===== src/rtl/mapf_consts.svh =====
// Constants of the auxiliary pad block: offsets, codes, reset values, times
// Summary of operation
// - Pads are input, output or alternate; input at reset
// - Input pads report the sampled external level
// - Output pads drive high and low, push-pull
// - Inhibit pad held low disables the transmitter
// - Monitor pad high while transmitter active
// - Monitor has call-duration and burst-following modes
// - Call mode: high whole call, 300ms lead
// - Call mode: low 500ms to 1s after last burst
// - Burst mode: monitor follows each transmit burst
// - Alarm pad high on alarm until clear command
// - Tone pad outputs square waves for buzzer
// - Lamp pin is inverse of lamp state
// - Lamp off when device off, on in call
// - Searching or unregistered: 1s period, 0,5s lit
// - Registered idle: 3s period, 0,3s lit
`ifndef MAPF_CONSTS_SVH
`define MAPF_CONSTS_SVH
// ----------------------------------------------------------------------
// Register byte offsets
// ----------------------------------------------------------------------
`define MAPF_OFS_MODE   8'h00
`define MAPF_OFS_OUT    8'h04
`define MAPF_OFS_IN     8'h08
`define MAPF_OFS_MON    8'h0C
`define MAPF_OFS_TONE   8'h10
`define MAPF_OFS_CMD    8'h14
`define MAPF_OFS_ISTS   8'h18
`define MAPF_OFS_IMSK   8'h1C
`define MAPF_OFS_STAT   8'h20
// ----------------------------------------------------------------------
// Pad indices and mode codes
// ----------------------------------------------------------------------
`define MAPF_PAD_INH    0
`define MAPF_PAD_MON    1
`define MAPF_PAD_ALM    2
`define MAPF_PAD_TONE   3
`define MAPF_NPAD       4
`define MAPF_MODE_IN    2'h0
`define MAPF_MODE_OUT   2'h1
`define MAPF_MODE_ALT   2'h2
`define MAPF_ALT_IS_OUT 4'hE
// ----------------------------------------------------------------------
// Reset values and interrupt bits
// ----------------------------------------------------------------------
`define MAPF_RST_MODE   8'h00
`define MAPF_RST_OUT    4'h0
`define MAPF_RST_TONE   16'h0000
`define MAPF_IRQ_ALARM  0
`define MAPF_IRQ_INH    1
`define MAPF_IRQ_MON    2
// ----------------------------------------------------------------------
// Timing
// ----------------------------------------------------------------------
`define MAPF_CLK_KHZ     10000
`define MAPF_LEAD_MS     300
`define MAPF_TAIL_MS     500
`define MAPF_FAST_PER_MS 1000
`define MAPF_FAST_ON_MS  500
`define MAPF_SLOW_PER_MS 3000
`define MAPF_SLOW_ON_MS  300
`endif


===== src/rtl/mapf_pkg.sv =====
// Types shared by the auxiliary pad block
package mapf_pkg;
  typedef struct packed {
    logic        psel;
    logic        penable;
    logic        pwrite;
    logic [7:0]  paddr;
    logic [31:0] pwdata;
  } mapf_apb_req_s;
  typedef enum logic [3:0] {
    MAPF_LAMP_OFF  = 4'b0001,
    MAPF_LAMP_FAST = 4'b0010,
    MAPF_LAMP_SLOW = 4'b0100,
    MAPF_LAMP_ON   = 4'b1000
  } mapf_lamp_e;
  typedef logic [24:0] mapf_cnt_t;
  typedef logic [1:0]  mapf_mode_t;
endpackage


===== src/rtl/mapf_top.sv =====
// Auxiliary pads, transmit monitor, alarm, tone and status lamp
//
// Implementation choices: the APB register port and the placing of the registers.
`timescale 1ns/10ps
`include "mapf_consts.svh"
module mapf_top #(
  parameter int unsigned LEAD_CYC     = `MAPF_LEAD_MS * `MAPF_CLK_KHZ,
  parameter int unsigned TAIL_CYC     = `MAPF_TAIL_MS * `MAPF_CLK_KHZ,
  parameter int unsigned FAST_PER_CYC = `MAPF_FAST_PER_MS * `MAPF_CLK_KHZ,
  parameter int unsigned FAST_ON_CYC  = `MAPF_FAST_ON_MS * `MAPF_CLK_KHZ,
  parameter int unsigned SLOW_PER_CYC = `MAPF_SLOW_PER_MS * `MAPF_CLK_KHZ,
  parameter int unsigned SLOW_ON_CYC  = `MAPF_SLOW_ON_MS * `MAPF_CLK_KHZ
) (
  input  wire logic                    mclk,            // Module clock
  input  wire logic                    rst,             // Async reset
  input  wire mapf_pkg::mapf_apb_req_s apb_req,         // APB request
  output logic [31:0]                  prdata,          // APB read data
  output logic                         pready,          // APB ready
  output logic                         pslverr,         // APB error
  input  wire logic [3:0]              pad_in,          // Pad levels
  output logic [3:0]                   pad_out,         // Pad drive value
  output logic [3:0]                   pad_oe,          // Pad drive enable
  input  wire logic                    tx_burst,        // Radio burst request
  input  wire logic                    call_active,     // Call in progress
  input  wire logic                    dev_on,          // Device powered
  input  wire logic                    net_registered,  // Full service
  input  wire logic                    shutting_down,   // Turning off
  input  wire logic                    alarm_fire,      // Alarm pulse
  input  wire logic                    tone_on,         // Tone request
  output logic                         tx_enable,       // Transmitter allowed
  output logic                         status_lamp_pin, // Lamp drive, low lit
  output logic                         irq              // Interrupt level
);
  import mapf_pkg::*;

  // ----------------------------------------------------------------------
  // Register bus
  // ----------------------------------------------------------------------
  logic [7:0]  mode_reg;
  logic [3:0]  out_reg;
  logic [3:0]  in_reg;
  logic        mon_burst_reg;
  logic [15:0] tone_div_reg;
  logic [2:0]  ists_reg;
  logic [2:0]  imsk_reg;
  logic        alarm_reg;
  logic        tx_act_mon_reg;
  mapf_lamp_e  lamp_reg;
  logic        setup;
  logic        wr_ok;
  logic        alarm_clr;
  logic [2:0]  ev;

  function automatic logic addr_ok(input logic [7:0] a);
    case (a)
      `MAPF_OFS_MODE, `MAPF_OFS_OUT, `MAPF_OFS_IN, `MAPF_OFS_MON,
      `MAPF_OFS_TONE, `MAPF_OFS_CMD, `MAPF_OFS_ISTS, `MAPF_OFS_IMSK,
      `MAPF_OFS_STAT: addr_ok = 1'b1;
      default:        addr_ok = 1'b0;
    endcase
  endfunction

  assign setup = apb_req.psel & ~apb_req.penable;
  assign wr_ok = apb_req.psel & apb_req.penable & apb_req.pwrite & pready & ~pslverr;
  assign alarm_clr = wr_ok & (apb_req.paddr == `MAPF_OFS_CMD) & apb_req.pwdata[0];

  always_ff @(posedge mclk or posedge rst) begin
    if (rst) begin
      pready  <= 1'b0;
      pslverr <= 1'b0;
    end else begin
      pready  <= setup;
      pslverr <= setup & ~addr_ok(apb_req.paddr);
    end
  end

  always_ff @(posedge mclk or posedge rst) begin
    if (rst) begin
      prdata <= 32'h00000000;
    end else if (setup & ~apb_req.pwrite) begin
      case (apb_req.paddr)
        `MAPF_OFS_MODE: prdata <= {24'h000000, mode_reg};
        `MAPF_OFS_OUT:  prdata <= {28'h0000000, out_reg};
        `MAPF_OFS_IN:   prdata <= {28'h0000000, in_reg};
        `MAPF_OFS_MON:  prdata <= {31'h00000000, mon_burst_reg};
        `MAPF_OFS_TONE: prdata <= {16'h0000, tone_div_reg};
        `MAPF_OFS_ISTS: prdata <= {29'h00000000, ists_reg};
        `MAPF_OFS_IMSK: prdata <= {29'h00000000, imsk_reg};
        `MAPF_OFS_STAT: prdata <= {25'h0000000, lamp_reg, tx_enable, tx_act_mon_reg,
                                   alarm_reg};
        default:        prdata <= 32'h00000000;
      endcase
    end
  end

  always_ff @(posedge mclk or posedge rst) begin
    if (rst) begin
      mode_reg      <= `MAPF_RST_MODE;
      out_reg       <= `MAPF_RST_OUT;
      mon_burst_reg <= 1'b0;
      tone_div_reg  <= `MAPF_RST_TONE;
      imsk_reg      <= 3'h0;
    end else if (wr_ok) begin
      case (apb_req.paddr)
        `MAPF_OFS_MODE: mode_reg      <= apb_req.pwdata[7:0];
        `MAPF_OFS_OUT:  out_reg       <= apb_req.pwdata[3:0];
        `MAPF_OFS_MON:  mon_burst_reg <= apb_req.pwdata[0];
        `MAPF_OFS_TONE: tone_div_reg  <= apb_req.pwdata[15:0];
        `MAPF_OFS_IMSK: imsk_reg      <= apb_req.pwdata[2:0];
        default:        mon_burst_reg <= mon_burst_reg;
      endcase
    end
  end

  // ----------------------------------------------------------------------
  // Interrupts: sticky, write one to clear, set wins
  // ----------------------------------------------------------------------
  always_ff @(posedge mclk or posedge rst) begin
    if (rst) begin
      ists_reg <= 3'h0;
      irq      <= 1'b0;
    end else begin
      if (wr_ok && apb_req.paddr == `MAPF_OFS_ISTS) begin
        ists_reg <= (ists_reg & ~apb_req.pwdata[2:0]) | ev;
      end else begin
        ists_reg <= ists_reg | ev;
      end
      irq <= |(ists_reg & imsk_reg);
    end
  end

  // ----------------------------------------------------------------------
  // Pad muxing
  // ----------------------------------------------------------------------
  logic [3:0] alt_src;
  logic       tone_reg;
  localparam logic [3:0] ALT_IS_OUT = `MAPF_ALT_IS_OUT;

  always_ff @(posedge mclk or posedge rst) begin
    if (rst) begin
      in_reg <= 4'h0;
    end else begin
      in_reg <= pad_in;
    end
  end

  assign alt_src = {tone_reg, alarm_reg, tx_act_mon_reg, 1'b0};

  genvar k;
  generate
    for (k = 0; k < `MAPF_NPAD; k++) begin : g_pad
      mapf_mode_t md;
      logic       alt_out;
      assign md = mode_reg[2*k+1:2*k];
      assign alt_out = (md == `MAPF_MODE_ALT) & ALT_IS_OUT[k];
      always_ff @(posedge mclk or posedge rst) begin
        if (rst) begin
          pad_oe[k]  <= 1'b0;
          pad_out[k] <= 1'b0;
        end else begin
          pad_oe[k]  <= (md == `MAPF_MODE_OUT) | alt_out;
          pad_out[k] <= (md == `MAPF_MODE_OUT) ? out_reg[k] : (alt_out & alt_src[k]);
        end
      end
    end
  endgenerate

  // ----------------------------------------------------------------------
  // Transmitter inhibit and monitor
  // ----------------------------------------------------------------------
  logic      inhibit;
  logic      inhibit_q;
  logic      call_q;
  logic      call_rise;
  logic      call_mode;
  logic      mon_next;
  mapf_cnt_t lead_cnt;
  mapf_cnt_t tail_cnt;

  assign inhibit = (mode_reg[1:0] == `MAPF_MODE_ALT) & ~in_reg[`MAPF_PAD_INH];
  assign call_rise = call_active & ~call_q;
  assign call_mode = (mode_reg[3:2] == `MAPF_MODE_ALT) & ~mon_burst_reg;
  assign mon_next = mon_burst_reg ? (tx_burst & tx_enable)
                  : (call_active | (lead_cnt != '0) | (tail_cnt != '0));
  assign ev = {mon_next & ~tx_act_mon_reg, inhibit & ~inhibit_q, alarm_fire};

  always_ff @(posedge mclk or posedge rst) begin
    if (rst) begin
      call_q    <= 1'b0;
      inhibit_q <= 1'b0;
      tx_enable <= 1'b0;
    end else begin
      call_q    <= call_active;
      inhibit_q <= inhibit;
      // Bursts held back until the lead time has passed
      tx_enable <= ~inhibit & ~(call_mode & (call_rise | (lead_cnt != '0)));
    end
  end

  always_ff @(posedge mclk or posedge rst) begin
    if (rst) begin
      lead_cnt <= '0;
    end else if (call_rise) begin
      lead_cnt <= mapf_cnt_t'(LEAD_CYC);
    end else if (lead_cnt != '0) begin
      lead_cnt <= lead_cnt - 25'h0000001;
    end
  end

  always_ff @(posedge mclk or posedge rst) begin
    if (rst) begin
      tail_cnt <= '0;
    end else if (tx_burst & tx_enable) begin
      tail_cnt <= mapf_cnt_t'(TAIL_CYC);
    end else if (tail_cnt != '0) begin
      tail_cnt <= tail_cnt - 25'h0000001;
    end
  end

  always_ff @(posedge mclk or posedge rst) begin
    if (rst) begin
      tx_act_mon_reg <= 1'b0;
    end else begin
      tx_act_mon_reg <= mon_next;
    end
  end

  // ----------------------------------------------------------------------
  // Alarm
  // ----------------------------------------------------------------------
  always_ff @(posedge mclk or posedge rst) begin
    if (rst) begin
      alarm_reg <= 1'b0;
    end else if (alarm_fire) begin
      alarm_reg <= 1'b1;
    end else if (alarm_clr) begin
      alarm_reg <= 1'b0;
    end
  end

  // ----------------------------------------------------------------------
  // Tone square wave, half period of tone_div_reg cycles
  // ----------------------------------------------------------------------
  logic [15:0] tone_cnt;

  always_ff @(posedge mclk or posedge rst) begin
    if (rst) begin
      tone_cnt <= 16'h0000;
      tone_reg <= 1'b0;
    end else if (!tone_on || tone_div_reg == 16'h0000) begin
      tone_cnt <= 16'h0000;
      tone_reg <= 1'b0;
    end else if (tone_cnt >= tone_div_reg - 16'h0001) begin
      tone_cnt <= 16'h0000;
      tone_reg <= ~tone_reg;
    end else begin
      tone_cnt <= tone_cnt + 16'h0001;
    end
  end

  // ----------------------------------------------------------------------
  // Status lamp
  // ----------------------------------------------------------------------
  mapf_lamp_e lamp_next;
  mapf_cnt_t  lamp_cnt;
  logic       lit;

  always_comb begin
    if (!dev_on) begin
      lamp_next = MAPF_LAMP_OFF;
    end else if (call_active) begin
      lamp_next = MAPF_LAMP_ON;
    end else if (net_registered && !shutting_down) begin
      lamp_next = MAPF_LAMP_SLOW;
    end else begin
      lamp_next = MAPF_LAMP_FAST;
    end
  end

  always_ff @(posedge mclk or posedge rst) begin
    if (rst) begin
      lamp_reg <= MAPF_LAMP_OFF;
      lamp_cnt <= '0;
    end else begin
      lamp_reg <= lamp_next;
      if (lamp_next != lamp_reg) begin
        lamp_cnt <= '0;
      end else if ((lamp_reg == MAPF_LAMP_FAST &&
                    lamp_cnt == mapf_cnt_t'(FAST_PER_CYC - 1)) ||
                   (lamp_reg == MAPF_LAMP_SLOW &&
                    lamp_cnt == mapf_cnt_t'(SLOW_PER_CYC - 1))) begin
        lamp_cnt <= '0;
      end else begin
        lamp_cnt <= lamp_cnt + 25'h0000001;
      end
    end
  end

  always_comb begin
    unique case (lamp_reg)
      MAPF_LAMP_OFF:  lit = 1'b0;
      MAPF_LAMP_FAST: lit = lamp_cnt < mapf_cnt_t'(FAST_ON_CYC);
      MAPF_LAMP_SLOW: lit = lamp_cnt < mapf_cnt_t'(SLOW_ON_CYC);
      MAPF_LAMP_ON:   lit = 1'b1;
      default:        lit = 1'b0;
    endcase
  end

  always_ff @(posedge mclk or posedge rst) begin
    if (rst) begin
      status_lamp_pin <= 1'b1;
    end else begin
      status_lamp_pin <= ~lit;
    end
  end
endmodule


===== config.mk =====
export PLATFORM = sky130hd
export DESIGN_NAME = mapf_top
export DESIGN_NICKNAME = d
export VERILOG_FILES = /design/src/rtl/mapf_pkg.sv /design/src/rtl/mapf_top.sv
export VERILOG_INCLUDE_DIRS = /design/src /design/src/rtl
export SDC_FILE = /design/constraint.sdc
export NUM_CORES = 1
export LEC_CHECK = 0
export ABC_AREA = 1
export BUFFER_PORTS_ARGS = -buffer_cell sky130_fd_sc_hd__buf_2
export CORE_ASPECT_RATIO = 1.2
export CORE_MARGIN = 3
export CORE_UTILIZATION = 60
export DETAILED_ROUTE_END_ITERATION = 16
export HOLD_SLACK_MARGIN = 0.03
export PLACE_DENSITY_LB_ADDON = 0.1
export RECOVER_POWER = 100
export REMOVE_ABC_BUFFERS = 1
export SLEW_MARGIN = 30
export SYNTH_ARGS = -nofsm -noshare
export SYNTH_HDL_FRONTEND = slang
export SYNTH_SLANG_ARGS = --single-unit

===== constraint.sdc =====
create_clock -name mclk -period 8.7 [get_ports mclk]
set_input_delay 2.175 -clock mclk [delete_from_list [all_inputs] [get_ports mclk]]
set_output_delay 2.175 -clock mclk [all_outputs]
set_load 0.005 [all_outputs]

# Word-level counts from Yosys, hierarchy flattened
# Index checks and enable logic that the tools add are counted.
# Widths: inputs -> output; s select.
# totals
regBits,184
in_bits,56
output_inout_bits,45
# classes
add_sub_neg,5
magnitude_cmp,3
eq_ne,22
n_mux,24
bitwise,44
n_reduce_logical,23
# op_table
op,n
$mux 25,6
$pmux 16 s8,1
$reduce_bool 25->1,2
$sub 25x1->25 const B,2
$eq 8x5->1 const B,4
$mux 16,2
$add 25x1->25 const B,1
$eq 25x24->1 const B,1
$eq 25x25->1 const B,1
$lt 25x22->1 const B,1
$lt 25x23->1 const B,1
$and 1x1->1,20
$add 16x1->16 const B,1
$eq 8x4->1 const B,2
$ge 16x16->1,1
$logic_not 16->1,1
$sub 16x1->16 const B,1
$not 1->1,13
$mux 1,10
$reduce_and 2->1,5
$reduce_or 9->1,1
$eq 2x1->1 const B,4
$eq 2x2->1 const B,4
$eq 8x3->1 const B,1
other kinds (18),35

# Longest topological paths before layout
# Gate-level depths: netlist (run 1).
# logic_depth
depth_word,8
mapped_depth,16
ltp_nobuf,16

# Worst setup path before layout (run 1)
# OpenSTA, ideal clock, no wires.
# synth_path
path_type,input to register
from,input port apb_req[39] in the netlist's numbering
to,register tone_div_reg[10]
setup_time_ps,133
arrival_ps,3069
required_ps,8567
setup_slack_ps,5498
path_stages,7
cell_sequence,nor2_1 > nand3_1 > nor2_2 > nand2_1 > clkbuf_1 > nor2_1 > a21oi_1
# synth_between
elab_chain_len,2
# synth_lines
element,line_no,rtl
start: declaration,mapf_top.sv:16,"input wire mapf_pkg::mapf_apb_req_s apb_req,"
$eq 8x5->1,mapf_top.sv:104,case (apb_req.paddr)
$reduce_and 2->1 (no source line),n/a,
end signal: assignment,mapf_top.sv:101,tone_div_reg <= `MAPF_RST_TONE;
end signal: assignment,mapf_top.sv:108,`MAPF_OFS_TONE: tone_div_reg <= apb_req.pwdata[15:0];
end: declaration,mapf_top.sv:43,logic [15:0] tone_div_reg;
# Every way passes these cells.
# A chain may end at the register's enable or synchronous reset.

==> PnR_summary.wiki, run 1 <==
{| class="wikitable"
! Metric !! Value
|-
| Synth top area cells || sky130_fd_sc_hd__dfrtp_1 (43%), sky130_fd_sc_hd__nand2_1 (11%), sky130_fd_sc_hd__nor2_1 (9.0%)
|-
| Type of the worst setup path || input pin to asynchronous set/reset pin
|-
| Class of the most critical hold timing path || register to register
|-
| Crit path DAT || 5.94 ns
|-
| Switching power of the nets || 0.000463 W
|-
| Area share of the leading cell type in the synthesized netlist || 43.1%
|-
| Sequential fraction of design power || 47.2%
|-
| Required time reported for the critical path endpoint || 9.19 ns
|-
| Final Instance Count excl. Fillers || 1572
|-
| Flip-flop and latch count after synthesis || 168
|-
| Detail Placement HPWL || 17000 um
|-
| Boundary pin count || 101
|-
| Die Height || 145 um
|-
| Number of vias after detailed routing || 8282
|-
| Slew at the pin closest to its max-slew limit || 4.81 ns
|-
| Count of placed standard cells including taps || 1540
|-
| Remaining Overflow, GRT || 0
|-
| Clock buffer count from CTS || 17
|-
| Register-to-register setup slack || 5.44 ns
|-
| Post-synth EDFFs || 0
|-
| Final setup vio count || 0
|-
| Share of the yosys chip area belonging to registers || 43.7%
|-
| Dominant synthesized flop cell || sky130_fd_sc_hd__dfrtp_1
|-
| Startpoint Class || input pin
|-
| Die Footprint || 17600 sq um
|-
| Max-cap violations || 1
|-
| Cell internal power dissipation || 0.00131 W
|-
| Clock insertion delay at the later pin of the skew report || 0.43 ns
|-
| Clock tree from TritonCTS || done
|-
| FFs w/ async S/R, synth || 100%
|-
| Number of placement rows || 50
|-
| Clock transition at the registers of the reported paths || 0.06 ns
|-
| Ratio of cells with drive above 1 in the final layout || 8.80%
|-
| Cell type contributing the most total cell area after synthesis || sky130_fd_sc_hd__dfrtp_1
|-
| Tot GR Track Use || 27.0%
|-
| Detailed Routing Iterations Pass 1 || 5
|-
| Last weighted congestion value of the routability-driven placer || 0.906
|-
| Effective utilization at floorplan || 61.6%
|-
| Fraction of the cycle the final worst path needs || 62.7%
|-
| Wirelength per Cell || 14.6 um
|-
| Syn. warnings || 0
|-
| Origin of the worst min-delay path || inhibit_q$_DFF_PP0_
|-
| Routed wire length || 22900 um
|-
| Total of buffers placed on input and output ports || 68
|-
| Core region area || 15600 sq um
|-
| Hold buffer count at cts || 0
|-
| Setup repair after global routing missed its margin || false
|-
| Registers with the highest flip-flop counts || lamp_cnt x25, lead_cnt x25, tail_cnt x25
|-
| Cell depth of the worst flop-to-flop path || 14
|-
| Part of the power in combinational logic || 9.2%
|-
| CP Capture Type || asynchronous set/reset pin
|-
| Worst clock skew on the final layout || 0.00880 ns
|-
| Maximum root-to-sink buffer count || 2
|-
| Peak supply drop || 0.000140 V
|-
| Setup tns final || 0 ns
|-
| Post-CTS setup buffers || 0
|-
| Initial antenna violation count || 0
|-
| Highest achievable clock rate || 183 MHz
|-
| Start of the worst register-to-register path || tone_div_reg[0]$_DFFE_PP0P_
|-
| Violated checks || max-capacitance violations, max-slew violations
|-
| Number of global-route vias before repair || 8187
|-
| Run status || finished with violations
|-
| Cell count of the worst hold path || 1
|-
| Final instance area || 10600 sq um
|-
| Post-place instance area || 10100 sq um
|-
| Clock Power Share || 43.6%
|-
| Global-route wire length before repair || 37900 um
|-
| Post-synthesis instance total || 1279
|-
| Vias/cell || 5.27
|-
| Post-synthesis cell type count || 47
|-
| Average cell area after synthesis || 7.53 sq um
|-
| Final slew viol count || 112
|-
| Post-CTS resize count || 0
|-
| Headroom to the max-slew limit || -223%
|-
| Proportion of total power due to net switching || 26.2%
|-
| Leakage || 5.13 nW
|-
| Worst-path maximum fanout || 111
|-
| Largest net degree at the start of global routing || 112
|-
| Min Tclk post-route || 5.45 ns
|-
| H-tree lvl count || 4
|-
| Setup crit start || rst
|-
| Number of hold-slack violations in the final timing report || 0
|-
| Growth of design area from synthesis to finish || 10.3%
|-
| CTS root buf || sky130_fd_sc_hd__clkbuf_16
|-
| Horizontal extent of the die || 122 um
|-
| Post-synthesis cell area || 9630 sq um
|-
| Count of clock tree sinks || 168
|-
| PwrDens || 167 nW/um^2
|-
| Final routed DRC violation total || 0
|-
| Count of nets left with antenna violations after detail routing || 0
|-
| Iteration-0 DRC count of the detailed router || 498
|-
| Net count of the finished layout || 1434
|-
| Number of antenna repair diodes || 0
|}
final timing paths:
| path | end |
|---|---|
| worst max-delay path | lead_cnt[3]$_DFFE_PP0N_ |
| worst min-delay path | ists_reg[1]$_DFF_PP0_ |
| worst max register to register | tone_cnt[9]$_DFF_PP0_ |
| worst min register to register | ists_reg[1]$_DFF_PP0_ |
| max in group mclk | tone_div_reg[6]$_DFFE_PP0P_ |
| min in group asynchronous | tone_cnt[5]$_DFF_PP0_ |
logic make-up (layout without fill, tap and decap cells):
family,Yosys count,after routing,share of synthesized area [%]
fa+ha+maj,27,27,3.51
compound gates,120,120,7.11
buf+inv,202,272,8.85
other cells,1,16,0.0389
flops,168,168,43.7
xor+xnor,57,57,5.18
simple gates,704,704,31.6
per-layer routing:
| metal | vias up | GRT usage [%] | share of wire, % |
|---|---|---|---|
| met5 | - | 0 | 0 |
| met4 | 0 | 10.8 | 2.6 |
| met3 | 51 | 4.82 | 3.5 |
| met2 | 194 | 49.1 | 52 |
| met1 | 3872 | 31.6 | 42 |
| li1 | 4165 | - | - |
layout by cell type, fill, tap and decap left out, types with 13 or more instances in the layout:
| cell type | instances |
|---|---|
| sky130_fd_sc_hd__xor2_1 | 45 |
| sky130_fd_sc_hd__or2_2 | 13 |
| sky130_fd_sc_hd__inv_1 | 165 |
| sky130_fd_sc_hd__nand2_1 | 287 |
| sky130_fd_sc_hd__clkbuf_16 | 17 |
| sky130_fd_sc_hd__nand4_1 | 31 |
| sky130_fd_sc_hd__a21oi_1 | 28 |
| sky130_fd_sc_hd__buf_2 | 47 |
| sky130_fd_sc_hd__conb_1 | 16 |
| sky130_fd_sc_hd__nor2_1 | 232 |
| sky130_fd_sc_hd__clkbuf_1 | 23 |
| sky130_fd_sc_hd__o21ai_0 | 64 |
| sky130_fd_sc_hd__nor3_1 | 26 |
| sky130_fd_sc_hd__nand3_1 | 85 |
| sky130_fd_sc_hd__dfrtp_1 | 166 |
| sky130_fd_sc_hd__ha_1 | 27 |
area by class of cell:
type | count | area, sq um
repair buffers | 70 | 325
well taps | 208 | 260
clock buffers | 21 | 470
flip-flops and latches | 168 | 4210
inverters | 170 | 639
multi-input cells | 924 | 4590
clock inverters | 11 | 136
fillers | 1378 | 5010
power groups by stage:
| stage | clock network, W | logic [W] | registers [W] |
|---|---|---|---|
| 6_report | 0.000772 | 0.000163 | 0.000834 |
| 5_1_grt | 0.000816 | 0.000190 | 0.000837 |
| 2_1_floorplan | 0 | 0.000121 | 0.000840 |
| 4_1_cts | 0.000782 | 0.000169 | 0.000834 |
| 3_5_place_dp | 0 | 0.000166 | 0.000847 |
| 3_3_place_gp | 0 | 0.000161 | 0.000846 |
metrics by stage:
stage	hold slack [ns]	setup slack, ns	total power, W	utilization (%)
floorplan	0.407	1.98	0.000961	-
global placement	0.419	4.68	0.00101	64.5
detailed placement	0.421	4.57	0.00101	64.5
CTS	0.429	5.03	0.00178	68.4
global route	0.445	2.57	0.00184	67.9
finish	0.430	3.25	0.00177	67.9
Yosys cell counts (2+ instances only):
master and n:
sky130_fd_sc_hd__nand2_1 285, sky130_fd_sc_hd__nor2_1 230, sky130_fd_sc_hd__dfrtp_1 166, sky130_fd_sc_hd__inv_1 164
sky130_fd_sc_hd__nand3_1 83, sky130_fd_sc_hd__o21ai_0 58, sky130_fd_sc_hd__xor2_1 45, sky130_fd_sc_hd__nand4_1 31
sky130_fd_sc_hd__a21oi_1 28, sky130_fd_sc_hd__ha_1 27, sky130_fd_sc_hd__nor3_1 25, sky130_fd_sc_hd__buf_4 18
sky130_fd_sc_hd__or2_2 13, sky130_fd_sc_hd__xnor2_1 12, sky130_fd_sc_hd__nor2_2 11, sky130_fd_sc_hd__o31ai_1 9
sky130_fd_sc_hd__clkbuf_1 7, sky130_fd_sc_hd__inv_2 6, sky130_fd_sc_hd__o21ai_1 5, sky130_fd_sc_hd__o22ai_1 5
sky130_fd_sc_hd__a31oi_1 4, sky130_fd_sc_hd__nand3b_1 4, sky130_fd_sc_hd__nor3b_1 4, sky130_fd_sc_hd__buf_2 3
sky130_fd_sc_hd__buf_6 3, sky130_fd_sc_hd__nor3_2 3, sky130_fd_sc_hd__a31o_2 2, sky130_fd_sc_hd__and3_1 2
sky130_fd_sc_hd__dfstp_2 2, sky130_fd_sc_hd__nand2_2 2, sky130_fd_sc_hd__nand3_2 2, sky130_fd_sc_hd__nor2_4 2
sky130_fd_sc_hd__nor4_1 2, sky130_fd_sc_hd__o21a_1 2, sky130_fd_sc_hd__o21ai_2 2
worst max-delay path, stage by stage:
cell and delay (ns):
sky130_fd_sc_hd__buf_2 0.10, sky130_fd_sc_hd__clkinvlp_2 2.70, sky130_fd_sc_hd__buf_4 0.92
Power figures use the tool's default switching activity.
==> run 2: changes to the inputs <==
==> constraint.sdc (replaced) <==
create_clock -name mclk -period 5.3 [get_ports mclk]
set_input_delay 1.325 -clock mclk [delete_from_list [all_inputs] [get_ports mclk]]
set_output_delay 1.325 -clock mclk [all_outputs]
set_load 0.005 [all_outputs]
==> PnR_summary.wiki, run 2 (synthesized netlist as in run 1, its figures left out) <==
{| class="wikitable"
! Metric !! Value
|-
| Ratio of cells with drive above 1 in the final layout || 8.65% (-0.15 points)
|-
| CTS root buf || sky130_fd_sc_hd__clkbuf_16
|-
| Vias/cell || 5.30 (+0.52%)
|-
| Clock tree from TritonCTS || done
|-
| Die Height || 145 um (unchanged)
|-
| Post-CTS resize count || 0 (unchanged)
|-
| Setup repair after global routing missed its margin || false
|-
| Die Footprint || 17600 sq um (unchanged)
|-
| Total of buffers placed on input and output ports || 68 (unchanged)
|-
| Min Tclk post-route || 3.26 ns
|-
| Part of the power in combinational logic || 9.1% (about the same)
|-
| Clock buffer count from CTS || 17 (unchanged)
|-
| Net count of the finished layout || 1434 (unchanged)
|-
| Most common library cell in the layout ignoring fill and taps || sky130_fd_sc_hd__nand2_1
|-
| Detail Placement HPWL || 17000 um (+0.36%)
|-
| Sequential fraction of design power || 46.7% (-0.5 points)
|-
| Wirelength per Cell || 14.6 um (+0.42%)
|-
| Count of nets left with antenna violations after detail routing || 0 (unchanged)
|-
| Largest net degree at the start of global routing || 114 (+1.8%)
|-
| Final setup vio count || 0 (unchanged)
|-
| Number of antenna repair diodes || 0 (unchanged)
|-
| Detailed Routing Iterations Pass 1 || 5 (unchanged)
|-
| Number of hold-slack violations in the final timing report || 0 (unchanged)
|-
| Proportion of total power due to net switching || 26.2% (+0.042 points)
|-
| Slew at the pin closest to its max-slew limit || 2.40 ns (-2.42 ns)
|-
| Horizontal extent of the die || 122 um (unchanged)
|-
| Cell internal power dissipation || 0.00216 W (+65%)
|-
| Leakage || 5.13 nW (+0.11%)
|-
| CP Capture Type || register
|-
| Final worst-path setup slack || 2.04 ns (-1.21 ns)
|-
| Cell count of the worst hold path || 1 (unchanged)
|-
| Routed wire length || 23000 um (+0.42%)
|-
| Global-route wire length before repair || 38100 um (+0.64%)
|-
| Hold Worst Slack || 0.433 ns (+0.00309 ns)
|-
| Boundary pin count || 101 (unchanged)
|-
| Post-CTS setup buffers || 0 (unchanged)
|-
| Worst-path maximum fanout || 15 (-86%)
|-
| Remaining Overflow, GRT || 0 (unchanged)
|-
| Number of global-route vias before repair || 8265 (+0.95%)
|-
| Switching power of the nets || 0.000768 W (+66%)
|-
| Clock insertion delay at the later pin of the skew report || 0.43 ns (about the same)
|-
| Registers with the highest flip-flop counts || lamp_cnt x25, lead_cnt x25, tail_cnt x25
|-
| Final routed DRC violation total || 0 (unchanged)
|-
| Effective utilization at floorplan || 61.6% (unchanged)
|-
| Startpoint Class || input pin
|-
| Tot GR Track Use || 27.2% (+0.22 points)
|-
| Class of the most critical hold timing path || register to register
|-
| Fill cell instance count of the final layout || 1356 (-1.6%)
|-
| H-tree lvl count || 4 (unchanged)
|-
| Peak supply drop || 0.000216 V (+54%)
|-
| Type of the worst setup path || input pin to register
|-
| Highest achievable clock rate || 306 MHz
|-
| Number of placement rows || 50 (unchanged)
|-
| Violated checks || max-capacitance violations, max-slew violations
|-
| Last weighted congestion value of the routability-driven placer || 0.923 (+1.9%)
|-
| Leading cell types in the layout, fill and taps excluded || sky130_fd_sc_hd__nand2_1 (287), sky130_fd_sc_hd__nor2_1 (234), sky130_fd_sc_hd__dfrtp_1 (166)
|-
| Crit path DAT || 3.63 ns (-2.31 ns)
|-
| Number of vias after detailed routing || 8325 (+0.52%)
|-
| Cell depth of the worst flop-to-flop path || 14 (unchanged)
|-
| Clock transition at the registers of the reported paths || 0.07 ns (about the same)
|-
| Required time reported for the critical path endpoint || 5.66 ns (-3.53 ns)
|-
| PwrDens || 275 nW/um^2 (+65%)
|-
| Headroom to the max-slew limit || -59.8% (+160 points)
|-
| Final slew viol count || 113 (+0.89%)
|-
| Growth of design area from synthesis to finish || 10.4%
|-
| Hold buffer count at cts || 0 (unchanged)
|-
| Core region area || 15600 sq um (unchanged)
|-
| Overall Power || 0.00293 W (+66%)
|-
| Final Instance Count excl. Fillers || 1572 (unchanged)
|-
| Worst clock skew on the final layout || 0.00837 ns (-0.000427 ns)
|-
| Count of placed standard cells including taps || 1540 (unchanged)
|-
| Iteration-0 DRC count of the detailed router || 557 (+12%)
|-
| Worst slack, placed || 2.08 ns (-2.49 ns)
|-
| Clock Power Share || 44.1% (+0.5 points)
|-
| Count of clock tree sinks || 168 (unchanged)
|-
| Run status || finished with violations
|-
| Initial antenna violation count || 0 (unchanged)
|-
| Maximum root-to-sink buffer count || 2 (unchanged)
|-
| Max-cap violations || 1 (unchanged)
|-
| Fraction of the cycle the final worst path needs || 61.6%
|}
==> run 2: power groups by stage <==
stage	Combinational [W]	Sequential (W)	Clock [W]
floorplan	0.000199	0.00138	0
global placement	0.000267	0.00139	0
detailed placement	0.000277	0.00139	0
CTS	0.000279	0.00137	0.00131
global route	0.000309	0.00137	0.00136
finish	0.000268	0.00137	0.00129
==> run 2: final timing paths <==
kind | startpoint | to | slack (ns)
setup / recovery | call_active | lead_cnt[18]$_DFFE_PP0N_ | 2.04
hold / removal | inhibit_q$_DFF_PP0_ | ists_reg[1]$_DFF_PP0_ | 0.43
setup reg to reg | tone_div_reg[0]$_DFFE_PP0P_ | tone_cnt[13]$_DFF_PP0_ | 2.10
hold reg to reg | inhibit_q$_DFF_PP0_ | ists_reg[1]$_DFF_PP0_ | 0.43
max in group asynchronous | rst | lamp_reg[2]$_DFF_PP0_ | 2.42
min in group asynchronous | rst | tone_cnt[7]$_DFF_PP0_ | 1.63
==> run 2: layer usage <==
metal,global-route usage (%),vias to the layer above,share of wire (%)
met5,0,-,0
li1,-,4178,-
met3,4.78,62,4.2
met1,32.4,3886,42
met2,49.1,199,51
met4,10.4,0,3.0
==> run 2: cell type report <==
type,count,area (sq um),area share (%)
repair buffers,70,338,3.18
clock inverters,14,173,1.62
inverters,170,642,6.03
multi-input cells,924,4580,43.0
clock buffers,18,439,4.13
well taps,208,260,2.45
flip-flops and latches,168,4210,39.5
==> run 2: per-stage QoR <==
stage / util [%] / setup TNS (ns) / instance area [sq um]
2_1_floorplan: - / -94.36 / 9470
3_3_place_gp: 64.6 / 0 / 10100
3_5_place_dp: 64.6 / 0 / 10100
4_1_cts: 68.6 / 0 / 10700
5_1_grt: 68.0 / 0 / 10600
6_report: 68.0 / 0 / 10600
==> run 2: worst max-delay path, cell delays in order <==
cell                       delay [ns]
sky130_fd_sc_hd__clkbuf_1        0.24
sky130_fd_sc_hd__inv_1           0.07
sky130_fd_sc_hd__nor2_1          0.11
sky130_fd_sc_hd__clkbuf_1        0.49
sky130_fd_sc_hd__inv_1           0.43
sky130_fd_sc_hd__nand2_1         0.57
sky130_fd_sc_hd__inv_1           0.22
sky130_fd_sc_hd__nor2_1          0.15
